## config.mk

```make
export PLATFORM = sky130hd
export DESIGN_NAME = epsc_power_ctrl
export DESIGN_NICKNAME = d
export VERILOG_FILES = /design/src/core/epsc_pkg.sv /design/src/core/epsc_power_ctrl.sv /design/src/core/epsc_wake_pin.sv /design/src/core/epsc_phy_pwr.sv
export VERILOG_INCLUDE_DIRS = /design/src /design/src/core
export SDC_FILE = /design/constraint.sdc
export NUM_CORES = 1
export LEC_CHECK = 0
export BUFFER_PORTS_ARGS = -buffer_cell sky130_fd_sc_hd__buf_2
export CAP_MARGIN = 20
export CORE_ASPECT_RATIO = 0.7
export CORE_MARGIN = 2
export CORE_UTILIZATION = 63
export DETAILED_ROUTE_END_ITERATION = 10
export PLACE_DENSITY_LB_ADDON = 0.25
export SETUP_SLACK_MARGIN = 0.02
export SKIP_CTS_REPAIR_TIMING = 1
export SLEW_MARGIN = 40
export SYNTH_ARGS = -nofsm -noshare
export SYNTH_HDL_FRONTEND = slang
export SYNTH_SLANG_ARGS = --single-unit
```

## constraint.sdc

```tcl
create_clock -name sys_clk -period 4.2 [get_ports sys_clk]
set_clock_uncertainty 0.15 [all_clocks]
set_input_delay 0.21 -clock sys_clk [delete_from_list [all_inputs] [get_ports sys_clk]]
set_output_delay 0.21 -clock sys_clk [all_outputs]
set_load 0.05 [all_outputs]
```

## src/core/epsc_consts.svh

```systemverilog
// Constants for the Ethernet power state controller
`ifndef EPSC_CONSTS_SVH
`define EPSC_CONSTS_SVH

`define EPSC_CLK_MHZ 100
`define EPSC_PULSE_MS 50
`define EPSC_PULSE_CYC (`EPSC_PULSE_MS * 1000 * `EPSC_CLK_MHZ)
`define EPSC_READY_MS 2
`define EPSC_READY_CYC (`EPSC_READY_MS * 1000 * `EPSC_CLK_MHZ)
`define EPSC_PM_D0 2'h0
`define EPSC_PM_D1 2'h1
`define EPSC_PM_D2 2'h2
`define EPSC_WS_NONE 2'h0
`define EPSC_WS_ENERGY 2'h1
`define EPSC_WS_FRAME 2'h2
`define EPSC_CNT_W 23

`endif

```

## src/core/epsc_pkg.sv

```systemverilog
// Types for the Ethernet power state controller
package epsc_pkg;

  typedef enum logic [1:0] {
    EPSC_ST_D0,
    EPSC_ST_D1,
    EPSC_ST_D2
  } epsc_state_e;

  typedef struct packed {
    logic wake_lan_enable;
    logic energy_wake_enable;
    logic wake_pin_enable;
    logic wake_pin_pulse_mode;
  } epsc_wake_cfg_s;

  typedef struct packed {
    logic phy_clk_en;
    logic int_clk_en;
    logic mac_rx_pm_clk_en;
    logic mac_host_clk_en;
    logic phy_energy_powerdown;
  } epsc_clk_gate_s;

  typedef struct packed {
    logic general_powerdown;
    logic energy_detect_powerdown_bit;
    logic energy_on_int_enable;
  } epsc_phy_ctrl_s;

  typedef struct packed {
    logic phy_powered;
    logic phy_auto_reset;
    logic phy_tx_enable;
    logic energy_on_flag;
    logic phy_irq;
  } epsc_phy_stat_s;

endpackage

```

## src/core/epsc_power_ctrl.sv

```systemverilog
// Power state sequencer for an Ethernet controller with integrated PHY
`timescale 1ns/1ps
`include "epsc_consts.svh"

module epsc_power_ctrl
  import epsc_pkg::*;
#(
  parameter int READY_CYC = `EPSC_READY_CYC
) (
  input wire logic sys_clk,
  input wire logic rst,
  input wire logic pm_write,
  input wire logic [1:0] pm_write_data,
  input wire logic byte_test_write,
  input wire logic other_write,
  input wire logic other_read,
  input wire logic wake_source_clear,
  input wire logic pme_status_clear,
  input wire logic energy_on_clear,
  input epsc_wake_cfg_s wake_cfg,
  input epsc_phy_ctrl_s phy_ctrl,
  input wire logic wake_frame_detect,
  input wire logic remote_wake_detect,
  input wire logic line_energy_present,
  output logic [1:0] power_state_select,
  output logic [1:0] wake_source_status,
  output logic ready,
  output logic pme_status,
  output logic pme_irq,
  output logic wake_pin,
  output logic access_refused,
  output logic wake_detect_enable,
  output epsc_clk_gate_s clk_gate,
  output epsc_phy_stat_s phy_stat
);

  localparam logic [`EPSC_CNT_W-1:0] READY_C =
    `EPSC_CNT_W'(READY_CYC);

  epsc_state_e state_r;
  epsc_state_e state_nxt;
  logic [`EPSC_CNT_W-1:0] rdy_cnt_r;
  logic waking_r;
  logic frame_evt;
  logic energy_evt;
  logic wake_evt;
  logic pme_active;
  logic src_active;
  logic [1:0] ws_nxt;

  // -----------------------------------------------------------
  // State selection
  // -----------------------------------------------------------
  always_comb begin
    state_nxt = state_r;
    unique case (state_r)
      EPSC_ST_D0: begin
        if (pm_write && ready) begin
          if (pm_write_data == `EPSC_PM_D1) begin
            state_nxt = EPSC_ST_D1;
          end else if (pm_write_data == `EPSC_PM_D2) begin
            state_nxt = EPSC_ST_D2;
          end
        end
      end
      EPSC_ST_D1, EPSC_ST_D2: begin
        if (byte_test_write) begin
          state_nxt = EPSC_ST_D0;
        end
      end
    endcase
  end

  always_ff @(posedge sys_clk or posedge rst) begin
    if (rst) begin
      state_r <= EPSC_ST_D0;
    end else begin
      state_r <= state_nxt;
    end
  end

  always_ff @(posedge sys_clk or posedge rst) begin
    if (rst) begin
      power_state_select <= `EPSC_PM_D0;
    end else if (state_r != EPSC_ST_D0 && byte_test_write) begin
      power_state_select <= `EPSC_PM_D0;
    end else if (state_r == EPSC_ST_D0 && state_nxt == EPSC_ST_D1) begin
      power_state_select <= `EPSC_PM_D1;
    end else if (state_r == EPSC_ST_D0 && state_nxt == EPSC_ST_D2) begin
      power_state_select <= `EPSC_PM_D2;
    end
  end

  // -----------------------------------------------------------
  // Ready indication
  // -----------------------------------------------------------
  // Ready is counted from the wake write and rises READY_CYC cycles after it is sampled.
  always_ff @(posedge sys_clk or posedge rst) begin
    if (rst) begin
      ready <= 1'b1;
      waking_r <= 1'b0;
      rdy_cnt_r <= '0;
    end else if (state_nxt != EPSC_ST_D0) begin
      ready <= 1'b0;
      waking_r <= 1'b0;
      rdy_cnt_r <= '0;
    end else if (state_r != EPSC_ST_D0) begin
      waking_r <= 1'b1;
      rdy_cnt_r <= '0;
    end else if (waking_r) begin
      if (rdy_cnt_r >= READY_C - `EPSC_CNT_W'(1)) begin
        ready <= 1'b1;
        waking_r <= 1'b0;
      end else begin
        rdy_cnt_r <= rdy_cnt_r + `EPSC_CNT_W'(1);
      end
    end
  end

  // Byte test writes and the status clears pass while not ready; other reads and writes and power control writes are refused
  always_ff @(posedge sys_clk or posedge rst) begin
    if (rst) begin
      access_refused <= 1'b0;
    end else begin
      access_refused <= !ready && (other_read ||
        other_write || pm_write);
    end
  end

  // -----------------------------------------------------------
  // Clock gating
  // -----------------------------------------------------------
  always_ff @(posedge sys_clk or posedge rst) begin
    if (rst) begin
      clk_gate <= '{1'b1, 1'b1, 1'b1, 1'b1, 1'b0};
    end else begin
      unique case (state_nxt)
        EPSC_ST_D0: clk_gate <= '{1'b1, 1'b1, 1'b1, 1'b1, 1'b0};
        EPSC_ST_D1: clk_gate <= '{1'b1, 1'b1, 1'b1, 1'b0, 1'b0};
        EPSC_ST_D2: clk_gate <= '{1'b1, 1'b0, 1'b0, 1'b0, 1'b1};
      endcase
    end
  end

  // -----------------------------------------------------------
  // Wake detection
  // -----------------------------------------------------------
  // Level test on energy, so a carrier present at entry fires at once.
  assign wake_detect_enable = (state_r == EPSC_ST_D1);
  assign frame_evt = (state_r == EPSC_ST_D1) &&
    (wake_frame_detect || remote_wake_detect) &&
    wake_cfg.wake_lan_enable;
  assign energy_evt = (state_r == EPSC_ST_D2) && line_energy_present &&
    wake_cfg.energy_wake_enable &&
    wake_source_status != `EPSC_WS_ENERGY;
  assign wake_evt = frame_evt || energy_evt;

  always_comb begin
    ws_nxt = wake_source_status;
    if (wake_source_clear) begin
      ws_nxt = `EPSC_WS_NONE;
    end
    if (frame_evt) begin
      ws_nxt = `EPSC_WS_FRAME;
    end else if (energy_evt) begin
      ws_nxt = `EPSC_WS_ENERGY;
    end
  end

  always_ff @(posedge sys_clk or posedge rst) begin
    if (rst) begin
      wake_source_status <= `EPSC_WS_NONE;
    end else begin
      wake_source_status <= ws_nxt;
    end
  end

  // -----------------------------------------------------------
  // Power event and status
  // -----------------------------------------------------------
  assign src_active =
    (wake_source_status == `EPSC_WS_FRAME && wake_cfg.wake_lan_enable) ||
    (wake_source_status == `EPSC_WS_ENERGY &&
     wake_cfg.energy_wake_enable);
  assign pme_active = src_active;

  always_ff @(posedge sys_clk or posedge rst) begin
    if (rst) begin
      pme_status <= 1'b0;
    end else if (wake_evt || pme_active) begin
      pme_status <= 1'b1;
    end else if (pme_status_clear) begin
      pme_status <= 1'b0;
    end
  end

  // Independent of the pin enable and of the pin itself
  assign pme_irq = pme_status;

  epsc_wake_pin u_wake_pin (
    .sys_clk(sys_clk),
    .rst(rst),
    .wake_evt(wake_evt),
    .pin_enable(wake_cfg.wake_pin_enable),
    .pulse_mode(wake_cfg.wake_pin_pulse_mode),
    .source_active(src_active || wake_evt),
    .wake_pin(wake_pin)
  );

  epsc_phy_pwr u_phy_pwr (
    .sys_clk(sys_clk),
    .rst(rst),
    .ctrl(phy_ctrl),
    .line_energy_present(line_energy_present),
    .energy_on_clear(energy_on_clear),
    .stat(phy_stat)
  );

endmodule // epsc_power_ctrl

```

## src/core/epsc_wake_pin.sv

```systemverilog
// External wake pin driver, static or timed pulse
`timescale 1ns/1ps
`include "epsc_consts.svh"

module epsc_wake_pin
  import epsc_pkg::*;
(
  input wire logic sys_clk,
  input wire logic rst,
  input wire logic wake_evt,
  input wire logic pin_enable,
  input wire logic pulse_mode,
  input wire logic source_active,
  output logic wake_pin
);

  localparam logic [`EPSC_CNT_W-1:0] PULSE_CYC =
    `EPSC_CNT_W'(`EPSC_PULSE_CYC);

  logic [`EPSC_CNT_W-1:0] cnt_r;
  logic active_r;

  // -----------------------------------------------------------
  // Pin state
  // -----------------------------------------------------------
  always_ff @(posedge sys_clk or posedge rst) begin
    if (rst) begin
      active_r <= 1'b0;
      cnt_r <= '0;
    end else if (!pin_enable || !source_active) begin
      active_r <= 1'b0;
      cnt_r <= '0;
    end else if (wake_evt) begin
      active_r <= 1'b1;
      cnt_r <= PULSE_CYC;
    end else if (active_r && pulse_mode) begin
      if (cnt_r <= `EPSC_CNT_W'(1)) begin
        active_r <= 1'b0;
        cnt_r <= '0;
      end else begin
        cnt_r <= cnt_r - `EPSC_CNT_W'(1);
      end
    end
    // Static mode holds until a source or enable clears
  end

  assign wake_pin = active_r;

endmodule // epsc_wake_pin

```

## src/core/epsc_phy_pwr.sv

```systemverilog
// PHY general and energy-detect power-down behaviour
`timescale 1ns/1ps
`include "epsc_consts.svh"

module epsc_phy_pwr
  import epsc_pkg::*;
(
  input wire logic sys_clk,
  input wire logic rst,
  input epsc_phy_ctrl_s ctrl,
  input wire logic line_energy_present,
  input wire logic energy_on_clear,
  output epsc_phy_stat_s stat
);

  logic gen_pd_r;
  logic energy_r;
  logic flag_r;
  logic auto_rst_r;

  // -----------------------------------------------------------
  // General power-down and automatic reset
  // -----------------------------------------------------------
  always_ff @(posedge sys_clk or posedge rst) begin
    if (rst) begin
      gen_pd_r <= 1'b0;
      auto_rst_r <= 1'b0;
    end else begin
      gen_pd_r <= ctrl.general_powerdown;
      auto_rst_r <= gen_pd_r && !ctrl.general_powerdown;
    end
  end

  // -----------------------------------------------------------
  // Energy-on flag, set wins over clear
  // -----------------------------------------------------------
  always_ff @(posedge sys_clk or posedge rst) begin
    if (rst) begin
      energy_r <= 1'b0;
      flag_r <= 1'b0;
    end else begin
      energy_r <= line_energy_present;
      if (ctrl.energy_detect_powerdown_bit && line_energy_present &&
          !energy_r) begin
        flag_r <= 1'b1;
      end else if (energy_on_clear) begin
        flag_r <= 1'b0;
      end
    end
  end

  // -----------------------------------------------------------
  // Status
  // -----------------------------------------------------------
  always_ff @(posedge sys_clk or posedge rst) begin
    if (rst) begin
      stat <= '0;
    end else begin
      stat.phy_powered <= !ctrl.general_powerdown &&
        (!ctrl.energy_detect_powerdown_bit ||
         line_energy_present);
      stat.phy_tx_enable <= !ctrl.general_powerdown &&
        (!ctrl.energy_detect_powerdown_bit ||
         line_energy_present);
      stat.phy_auto_reset <= auto_rst_r;
      stat.energy_on_flag <= flag_r;
      stat.phy_irq <= flag_r && ctrl.energy_on_int_enable;
    end
  end

endmodule // epsc_phy_pwr

```

==> out/results.ini, run 1 <==
[synthesis]
yosys-top-cells-area = dfrtp_1 44%, a21oi_1 4.5%, ha_1 3.4%, nand2_1 2.9%, nor2_1 2.8%
yosysSeqAreaShare = 0.4646
synth_top_cell_by_area = dfrtp_1
syn_nets = 411
yosys_most_used_dff = dfrtp_1
ys_warn_count = 0
synthArstFlopShare = 1.000
ys_types = 71
synth-edff-count = 0
netlist_area_um2 = 3671
ys_ff_latch = 68
syn_area_per_cell_um2 = 9.661
synth_top_area_frac = 0.4431
netlist_instances = 380

[layout]
fin_area_um2 = 4172
fillers = 403
post_route_cells_drive_above_1_share = 0.1795
stdcell_count = 504
diodes = 0
syn_to_final_growth_pct = 13.63
final_nets = 455

[worst_hold_path]
min_path_type = in2reg
min_from = pme_status_clear

[global_route]
grt-ovfl-total = 0
antenna_found_initial = 0
grt_pass1_wl_mm = 13.72
grt_max_degree = 42
grt_use_total = 0.2815
grt_pass1_vias = 2873

[timing]
tns_ns = 0
finalHoldViolCount = 1
worst_slack_ns = 1.351
hold_ws_ns = -0.001470
maxSlewViolCount = 0
min_period_ns = 2.849
grt_setup_unrepaired = false
setup_violations = 0
fin_crit_sh = 0.6784
tightest_slew_ns = 0.7965
fmax_mhz = 351.0
max_slew_margin = 0.4670

[detailed_routing]
met2_length_mm = 3.704
route.detailed.drc = 0
routed-via-count = 3140
dr.max_layer_used = met4
wl_per_cell_um = 16.55
via_per_inst = 6.230
wl_met1_mm = 3.909
drtIter0Drc = 314
route.antenna.remaining_nets = 0
wl_met3_um = 603
drt-total-wl_mm = 8.342
firstDrtPassIters = 5

[clock_network]
cts_root_buffer = clkbuf_8
cts_tree = built
clock-sinks = 68
h-tree-depth = 3
clk_latency_ns = 0.35
cts_buffers = 9
clk_pin_slew_worst_paths_ns = 0.08
clk_path_buf_depth = 2

[worst_setup_path]
crit_chain = or4_4, nor4_4, nand3_2, o21bai_2, o21ai_0
critPathSlowestCell = o21bai_2
critPathLaunch = u_wake_pin.cnt_r[9]$_DFFE_PP0P_
reg2reg_slack_ns = 1.35
path_max_fanout = 14
r2r-start = u_wake_pin.cnt_r[9]$_DFFE_PP0P_
ff2ff_path_depth = 5
cp_data_arrival_time_ns = 2.91
critical_path_class = reg2reg
reg2reg_to = u_wake_pin.wake_pin$_DFFE_PP0P_
slowest_delay_ns = 0.61
critPathLaunchType = flip-flop
cp-end-kind = flip-flop
cp-endpoint = u_wake_pin.wake_pin$_DFFE_PP0P_
required_ns = 4.26

[power]
vdd_drop_max_v = 0.0004935
cellPowerDensity_nw_per_um2 = 525.3
p_leak_nw = 1.927

[floorplanning]
start_util = 0.6475
coreArea_um2 = 5669
std_cell_rows = 23
die_w_um = 95.24
die_area_um2 = 6463
io_pins = 41
die_h_um = 67.87

[placement]
hpwlAfterDp_mm = 5.643
port_buffers = 39
dp.cells = 479
placed_area_um2 = 3871
gp_congestion = 0.9070
pre_cts_ws_ns = 1.345

[run]
maxCapViolCount = 0

[status]
outcome = finished with violations
violations = negative hold slack

## metal layers
metal / global-route usage / vias up
li1: - / 1502
met1: 0.4033 / 1488
met2: 0.4102 / 134
met3: 0.07379 / 16
met4: 0.1123 / 0
met5: 0 / -
## cells in the mapped netlist, drive strengths merged, types with 3 or more instances
| cell | instances |
|---|---|
| a22o | 3 |
| nor2b | 3 |
| dfstp | 3 |
| o211ai | 4 |
| or4 | 11 |
| o21ai | 21 |
| and3 | 10 |
| inv | 16 |
| or3 | 12 |
| dfrtp | 65 |
| a211o | 3 |
| clkbuf | 7 |
| nor4 | 5 |
| a21o | 3 |
| o31ai | 9 |
| nand2 | 29 |
| and2 | 8 |
| xnor2 | 4 |
| a31oi | 4 |
| nand3 | 14 |
| nand4 | 8 |
| nor3 | 9 |
| or2 | 3 |
| o41ai | 5 |
| nor2 | 27 |
| a21oi | 33 |
| ha | 10 |
| buf | 9 |
| nand2b | 5 |
## cell type report
class	instances	area (um2)	share of cell area
well taps	75	93.84	0.02250
multi-input cells	280	1807	0.4331
repair buffers	49	292.8	0.07019
flip-flops and latches	68	1705	0.4088
inverters	16	62.56	0.01500
clock inverters	4	75.07	0.01800
clock buffers	12	135.1	0.03239
## through the flow
step           hold WS (ns)  utilization  total power, mW
2_1_floorplan       0.09143            -            1.441
3_3_place_gp         0.1843       0.6822            1.574
3_5_place_dp         0.1367       0.6829            1.599
4_1_cts             -0.2491       0.7199            2.184
5_1_grt             0.02432       0.7358            2.308
6_report          -0.001470       0.7358            2.191
## worst max-delay path, delay by kind of cell (launching register included)
family          cells  cell delay (ns)
compound gates      2             0.77
flops               1             0.44
simple gates        3             1.35
## sequential cells by signal, indices dropped and copies added, names as in the netlist
signal                flops
waking_r                  1
pme_irq                   1
u_phy_pwr.gen_pd_r        1
u_phy_pwr.flag_r          1
state_r                   2
u_wake_pin.cnt_r         23
power_state_select        2
ready                     1
access_refused            1
wake_source_status        2
rdy_cnt_r                23
u_phy_pwr.energy_r        1
u_wake_pin.wake_pin       1
clk_gate                  3
u_phy_pwr.stat            4
u_phy_pwr.auto_rst_r      1
## logic make-up (layout without fill, tap and decap cells)
family / count (synthesis) / after routing / share of synthesized area
mux: 2 / 2 / 0.005454
compound gates: 109 / 109 / 0.1991
other cells: 1 / 1 / 0.001022
simple gates: 153 / 153 / 0.2403
flops: 68 / 68 / 0.4646
buf+inv: 32 / 81 / 0.04363
xor+xnor: 5 / 5 / 0.01193
fa+ha+maj: 10 / 10 / 0.03408
## worst min-delay path by stage
stage | end | slack [ns] | depth (start not counted)
finish | pme_irq$_DFFE_PP0P_ | -0.001 | 3
global route | u_wake_pin.cnt_r[0]$_DFFE_PP0P_ | 0.02 | 3
CTS | u_wake_pin.cnt_r[2]$_DFFE_PP0P_ | -0.25 | 2
detailed placement | u_phy_pwr.stat[3]$_DFF_PP0_ | 0.14 | 2
global placement | u_phy_pwr.stat[3]$_DFF_PP0_ | 0.18 | 0
floorplan | u_phy_pwr.energy_r$_DFF_PP0_ | 0.09 | 0
## where the power goes
group / switching (mW) / internal, mW / leakage (nW) / total (mW)
sequential: 0.0745 / 0.721 / 0.910 / 0.795
combinational: 0.547 / 0.267 / 0.920 / 0.814
clock: 0.247 / 0.335 / 0.0968 / 0.582
## placed cells by master, fill, tap and decap left out, types with 11 or more instances in the layout
cell type  instances
a21oi_1           33
nand2_1           28
or3_1             11
nand3_1           13
inv_1             15
dfrtp_1           65
buf_2             39
o21ai_0           20
nor2_1            27
Note: power is estimated with default switching activity, not from simulation.
==> run 2: changes to the inputs <==
--- a/config.mk
+++ b/config.mk
@@ -6,11 +6,12 @@
 export SDC_FILE = /design/constraint.sdc
 export NUM_CORES = 1
 export LEC_CHECK = 0
+export ABC_AREA = 1
 export BUFFER_PORTS_ARGS = -buffer_cell sky130_fd_sc_hd__buf_2
 export CAP_MARGIN = 20
 export CORE_ASPECT_RATIO = 0.7
 export CORE_MARGIN = 2
-export CORE_UTILIZATION = 63
+export CORE_UTILIZATION = 60
 export DETAILED_ROUTE_END_ITERATION = 10
 export PLACE_DENSITY_LB_ADDON = 0.25
 export SETUP_SLACK_MARGIN = 0.02
==> constraint.sdc (replaced) <==
create_clock -name sys_clk -period 2.95 [get_ports sys_clk]
set_clock_uncertainty 0.15 [all_clocks]
set_input_delay 0.1475 -clock sys_clk [delete_from_list [all_inputs] [get_ports sys_clk]]
set_output_delay 0.1475 -clock sys_clk [all_outputs]
set_load 0.05 [all_outputs]
==> run 2 against run 1 <==
The flow now finishes without violations. Flip-flop and latch count unchanged. Count of clock-buffer cells in the layout decreased by 1. Highest routed layer unchanged. Die area increased by 19%. Largest cell class unchanged. Area after synthesis increased by 14%. Worst hold slack improved by 0.069 ns. Final cell count increased by 46%. Critical path depth increased by 5.
==> out/results.ini, run 2 <==
[clock_network]
h-tree-depth = 3
cts_tree = built
clock-sinks = 68
clk_pin_slew_worst_paths_ns = 0.08
cts_buffers = 9
cts_root_buffer = clkbuf_8
clk_latency_ns = 0.34
clk_path_buf_depth = 2

[synthesis]
netlist_area_um2 = 4180
syn_nets = 620
netlist_instances = 589
synth_xor_area_frac = 0.02514
ys_ff_latch = 68
synthMuxAreaShare = 0
syn_area_per_cell_um2 = 7.097
synth_top_cell_by_area = dfrtp_1
yosys_most_used_dff = dfrtp_1
synth_compound_area_frac = 0.06615
yosys.area_share.simple = 0.3810
synth_common_cells = 161 x nand2_1, 96 x nor2_1, 65 x dfrtp_1, 65 x inv_1, 58 x nand3_1
ys_types = 35
yosysSeqAreaShare = 0.4080
synth-edff-count = 0
yosys-top-cells-area = dfrtp_1 39%, nand2_1 14%, nor2_1 8.6%, nand3_1 6.9%, inv_1 5.8%
synthArstFlopShare = 1.000
yosysMostFrequentCell = nand2_1
synthAdderAreaFrac = 0.02993
synth_top_area_frac = 0.3891
ys_warn_count = 0
synth_top_family_by_area = simple AND/OR/NAND/NOR gates

[worst_setup_path]
critPathLaunchType = flip-flop
critical_path_class = reg2reg
cp-end-kind = flip-flop
critPathSlowestCell = nand2_1
cp_data_arrival_time_ns = 2.60
crit_chain = inv_1, ha_1, inv_1, nand2_1, o21a_1, ha_1, nand2_1, buf_4, nand3_1, nand2_1
cp_top_family = simple AND/OR/NAND/NOR gates
slowest_delay_ns = 0.41
cpMostUsedCell = nand2_1
path_max_fanout = 13
required_ns = 3.07
cp_num_buf_inv = 3

[detailed_routing]
drt-total-wl_mm = 10.35
via_per_inst = 5.516
route.detailed.drc = 0
wl_per_cell_um = 14.08
routed-via-count = 4054
drtIter0Drc = 325
firstDrtPassIters = 5
route.antenna.remaining_nets = 0

[placement]
hpwlAfterDp_mm = 7.301
port_buffers = 39
gp_congestion = 0.9936
dp.cells = 708

[power]
power_mw = 4.416
cellPowerDensity_nw_per_um2 = 933.8
p_leak_nw = 2.635
vdd_drop_max_v = 0.0007450

[layout]
final_nets = 667
diodes = 0
stdcell_count = 735
post_route_cells_drive_above_1_share = 0.1295
mostFrequentLayoutCells = 161 x nand2_1, 96 x nor2_1, 65 x dfrtp_1, 64 x inv_1, 58 x nand3_1
syn_to_final_growth_pct = 13.14
reg.largest.list = rdy_cnt_r x23, u_wake_pin.cnt_r x23, u_phy_pwr.stat x4
fin_util = 0.7000
final_common_cell = nand2_1

[timing]
grt_setup_unrepaired = false
finalHoldViolCount = 0
fin_crit_sh = 0.8394
max_slew_margin = 0.5495
tns_ns = 0
tightest_slew_ns = 0.6747
maxSlewViolCount = 0
fmax_mhz = 403.9
min_period_ns = 2.476
setup_violations = 0

[global_route]
grt_pass1_wl_mm = 16.92
grt-ovfl-total = 0
grt_pass1_vias = 3581
antenna_found_initial = 0
grt_use_total = 0.2804
grt_max_degree = 32

[floorplanning]
io_pins = 41
die_w_um = 103.8
start_util = 0.6187
coreArea_um2 = 6756
die_area_um2 = 7661
die_h_um = 73.84
std_cell_rows = 25

[status]
outcome = complete, no violations

[worst_hold_path]
min_path_type = in2reg

[run]
maxCapViolCount = 0

==> run 2: cell types whose count changed in the layout (fill, tap and decap cells not counted), moves of 11 or more <==
cell     before  now
xor2_1        1   12
nor2_1       27   96
a21oi_1      33   14
nand3_1      13   58
inv_1        15   64
nand2_1      28  161
or3_1        11    0
==> run 2: metrics by stage <==
step	hold WS, ns	setup WS, ns	area [um2]
final	0.06729	0.4739	4730
after CTS	-0.2383	0.5088	4619
after detailed placement	0.1376	0.5719	4418
after global routing	0.07105	0.3144	4730
after global placement	0.1261	0.6620	4418
after floorplan	0.02893	0.7251	4180
==> run 2: layout make-up <==
cell class | count | area [um2]
tap | 94 | 117.6
fill | 574 | 2027
clock buffer | 11 | 141.4
sequential | 68 | 1705
timing repair buffer | 56 | 350.3
inverter | 67 | 251.5
multi-input combinational | 434 | 2103
clock inverter | 5 | 60.06
==> run 2: power breakdown <==
part | leakage [nW] | switching (mW) | internal, mW
clock network | 0.0999 | 0.366 | 0.417
logic | 1.62 | 1.69 | 0.738
registers | 0.914 | 0.133 | 1.07
==> run 2: worst min-delay path: stages <==
cell and delay (ns):
buf_2 0.11, nand3_1 0.11, a31o_2 0.15
==> run 2: worst paths after layout <==
check	start	end	slack (ns)	depth (start not counted)
max	state_r[0]$_DFF_PP0_	rdy_cnt_r[0]$_DFFE_PP0P_	0.47	10
min	wake_cfg[2]	wake_source_status[1]$_DFFE_PP0P_	0.07	3
max reg2reg	state_r[0]$_DFF_PP0_	rdy_cnt_r[0]$_DFFE_PP0P_	0.47	10
min reg2reg	u_phy_pwr.auto_rst_r$_DFF_PP0_	u_phy_pwr.stat[3]$_DFF_PP0_	0.20	0
max in group asynchronous	rst	clk_gate[1]$_DFF_PP1_	1.54	4
min in group asynchronous	rst	u_wake_pin.cnt_r[1]$_DFFE_PP0P_	0.30	3
==> run 2: cells by family after synthesis <==
kind of cell | after synthesis
flops | 68
other cells | 1
fa+ha+maj | 10
buf+inv | 87
xor+xnor | 12
simple gates | 362
compound gates | 49
==> run 2: metal layers <==
metal | routed length, um | part of all wire | GRT usage
met5 | 0 | 0 | 0
met4 | 74 | 0.0071 | 0.09309
met3 | 979 | 0.095 | 0.06122
met2 | 4266 | 0.41 | 0.4025
met1 | 5029 | 0.49 | 0.4210
==> run 3: changes to the inputs <==
--- a/config.mk
+++ b/config.mk
@@ -11,7 +11,7 @@
 export CAP_MARGIN = 20
 export CORE_ASPECT_RATIO = 0.7
 export CORE_MARGIN = 2
-export CORE_UTILIZATION = 60
+export CORE_UTILIZATION = 54
 export DETAILED_ROUTE_END_ITERATION = 10
 export PLACE_DENSITY_LB_ADDON = 0.25
 export SETUP_SLACK_MARGIN = 0.02
==> constraint.sdc (replaced) <==
create_clock -name sys_clk -period 2.17 [get_ports sys_clk]
set_clock_uncertainty 0.15 [all_clocks]
set_input_delay 0.1085 -clock sys_clk [delete_from_list [all_inputs] [get_ports sys_clk]]
set_output_delay 0.1085 -clock sys_clk [all_outputs]
set_load 0.05 [all_outputs]
==> run 3 against run 2 <==
Power rose by 58%. Register-to-register slack worse by 0.42 ns. First-iteration DRC count up 3.7%. Global-route usage decreased by 0.74 points. Sequential share of layout area shrank 3.6 points. Design area grew 11%. Via count up 4.6%. Non-clock buffer count up 28. Worst hold slack lost 0.051 ns. Utilization rose by 1.1 points. Flip-flop and latch count is the same. Largest power group unchanged.
==> out/results.ini, run 3 (same netlist as run 2, synthesis figures left out) <==
[detailed_routing]
route.antenna.remaining_nets = 0
firstDrtPassIters = 5
wl_per_cell_um = 14.99
drt-total-wl_mm = 11.51
routed-via-count = 4239
via_per_inst = 5.520
route.detailed.drc = 0
drtIter0Drc = 337

[clock_network]
clock-sinks = 68
cts_tree = built
clk_path_buf_depth = 2
clk_latency_ns = 0.38
clk_pin_slew_worst_paths_ns = 0.08
cts_buffers = 9
cts_root_buffer = clkbuf_8
h-tree-depth = 3

[worst_setup_path]
required_ns = 2.29
cp_data_arrival_time_ns = 2.24
path_max_fanout = 12
cp-end-kind = flip-flop
critPathLaunchType = flip-flop
critical_path_class = reg2reg
ff2ff_path_depth = 14

[floorplanning]
coreArea_um2 = 7385
start_util = 0.5661
std_cell_rows = 26
die_h_um = 77.62
die_w_um = 109.2
die_area_um2 = 8472
io_pins = 41

[global_route]
grt_pass1_vias = 3706
antenna_found_initial = 0
grt_pass1_wl_mm = 17.73
grt-ovfl-total = 0
grt_use_total = 0.2730
grt_max_degree = 36

[power]
switchingPower_mw = 3.279
p_leak_nw = 2.847
vdd_drop_max_v = 0.001176
p_clk_frac = 0.205
pwr-share-comb = 0.562
intPower_mw = 3.681
swShare = 0.4711
seqPwrFrac = 0.233
cellPowerDensity_nw_per_um2 = 1326

[timing]
fin_crit_sh = 0.9764
tightest_slew_ns = 0.5092
maxSlewViolCount = 0
min_period_ns = 2.119
setup_violations = 0
finalHoldViolCount = 0
fmax_mhz = 472.0
worst_slack_ns = 0.05120
max_slew_margin = 0.6600
grt_setup_unrepaired = true
tns_ns = 0

[worst_hold_path]
worstHoldPathCells = 3
min_path_type = in2reg

[placement]
port_buffers = 39
gp_congestion = 0.9842
pre_cts_ws_ns = 0.07441
hpwlAfterDp_mm = 7.645

[status]
outcome = complete, no violations

[layout]
final_nets = 696
final_common_cell = nand2_1
diodes = 0
reg.largest.list = rdy_cnt_r x23, u_wake_pin.cnt_r x23, u_phy_pwr.stat x4
syn_to_final_growth_pct = 25.56
mostFrequentLayoutCells = 156 x nand2_1, 95 x nor2_1, 65 x dfrtp_1, 59 x inv_1, 55 x nand3_1
post_route_cells_drive_above_1_share = 0.1940

[run]
maxCapViolCount = 0

==> run 3: cell types whose count changed in the layout (fill, tap and decap cells not counted), moves of 4 or more <==
cell	delta
inv_2	+5
nand2_1	-5
inv_1	-5
buf_4	+17
buf_12	+4
==> run 3: power groups by stage <==
| stage | registers (mW) | clock network (mW) | logic (mW) |
|---|---|---|---|
| final | 1.62 | 1.43 | 3.91 |
| after global routing | 1.64 | 1.49 | 4.34 |
| after CTS | 1.62 | 1.43 | 3.42 |
| after detailed placement | 1.64 | 0 | 3.40 |
| after global placement | 1.63 | 0 | 3.31 |
| after floorplan | 1.81 | 0 | 2.41 |
==> run 3: final cells by class <==
cell class | count | area, um2
flip-flops and latches | 68 | 1705
clock buffers | 10 | 127.6
fillers | 562 | 2136
repair buffers | 84 | 669.4
well taps | 98 | 122.6
clock inverters | 6 | 136.4
multi-input cells | 435 | 2236
inverters | 67 | 251.5
==> run 3: path summary, 6_finish.rpt <==
kind / startpoint / to / slack (ns)
worst min-delay path: wake_cfg[1] / u_wake_pin.wake_pin$_DFFE_PP0P_ / 0.02
max in group asynchronous: rst / u_wake_pin.cnt_r[17]$_DFFE_PP0P_ / 1.00
worst max-delay path: ready$_DFFE_PP1P_ / rdy_cnt_r[15]$_DFFE_PP0P_ / 0.05
min in group asynchronous: rst / state_r[0]$_DFF_PP0_ / 0.16
worst max register to register: ready$_DFFE_PP1P_ / rdy_cnt_r[15]$_DFFE_PP0P_ / 0.05
worst min register to register: u_phy_pwr.auto_rst_r$_DFF_PP0_ / u_phy_pwr.stat[3]$_DFF_PP0_ / 0.21
==> run 3: worst max-delay path, stage by stage (launching register included) <==
cell and delay [ns]:
dfstp_2 0.55, nand2_1 0.07, inv_2 0.07, nand2_2 0.07, nand2_2 0.07, nand2_1 0.05
nand2_1 0.06, o21a_1 0.20, ha_4 0.19, nand2_2 0.06, inv_2 0.09, nand2_8 0.10
buf_8 0.16, nand3_1 0.09, nand2_1 0.06
==> run 3: metal layers <==
layer | GRT usage | share of wire | vias up
li1 | - | - | 2024
met1 | 0.4105 | 0.45 | 1966
met2 | 0.3770 | 0.43 | 235
met3 | 0.09580 | 0.11 | 14
met4 | 0.05769 | 0.0099 | 0
met5 | 0 | 0 | -
==> run 3: through the flow <==
step | total power [mW] | std cells | hold WS (ns) | util | cell area [um2]
6_report | 6.960 | 768 | 0.01609 | 0.7108 | 5249
5_1_grt | 7.478 | 768 | 0.01520 | 0.7108 | 5249
4_1_cts | 6.473 | 746 | -0.3745 | 0.6591 | 4867
3_5_place_dp | 5.033 | 730 | 0.03402 | 0.6233 | 4603
3_3_place_gp | 4.945 | 730 | 0.009437 | 0.6233 | 4603
2_1_floorplan | 4.227 | 589 | -0.01007 | - | 4194
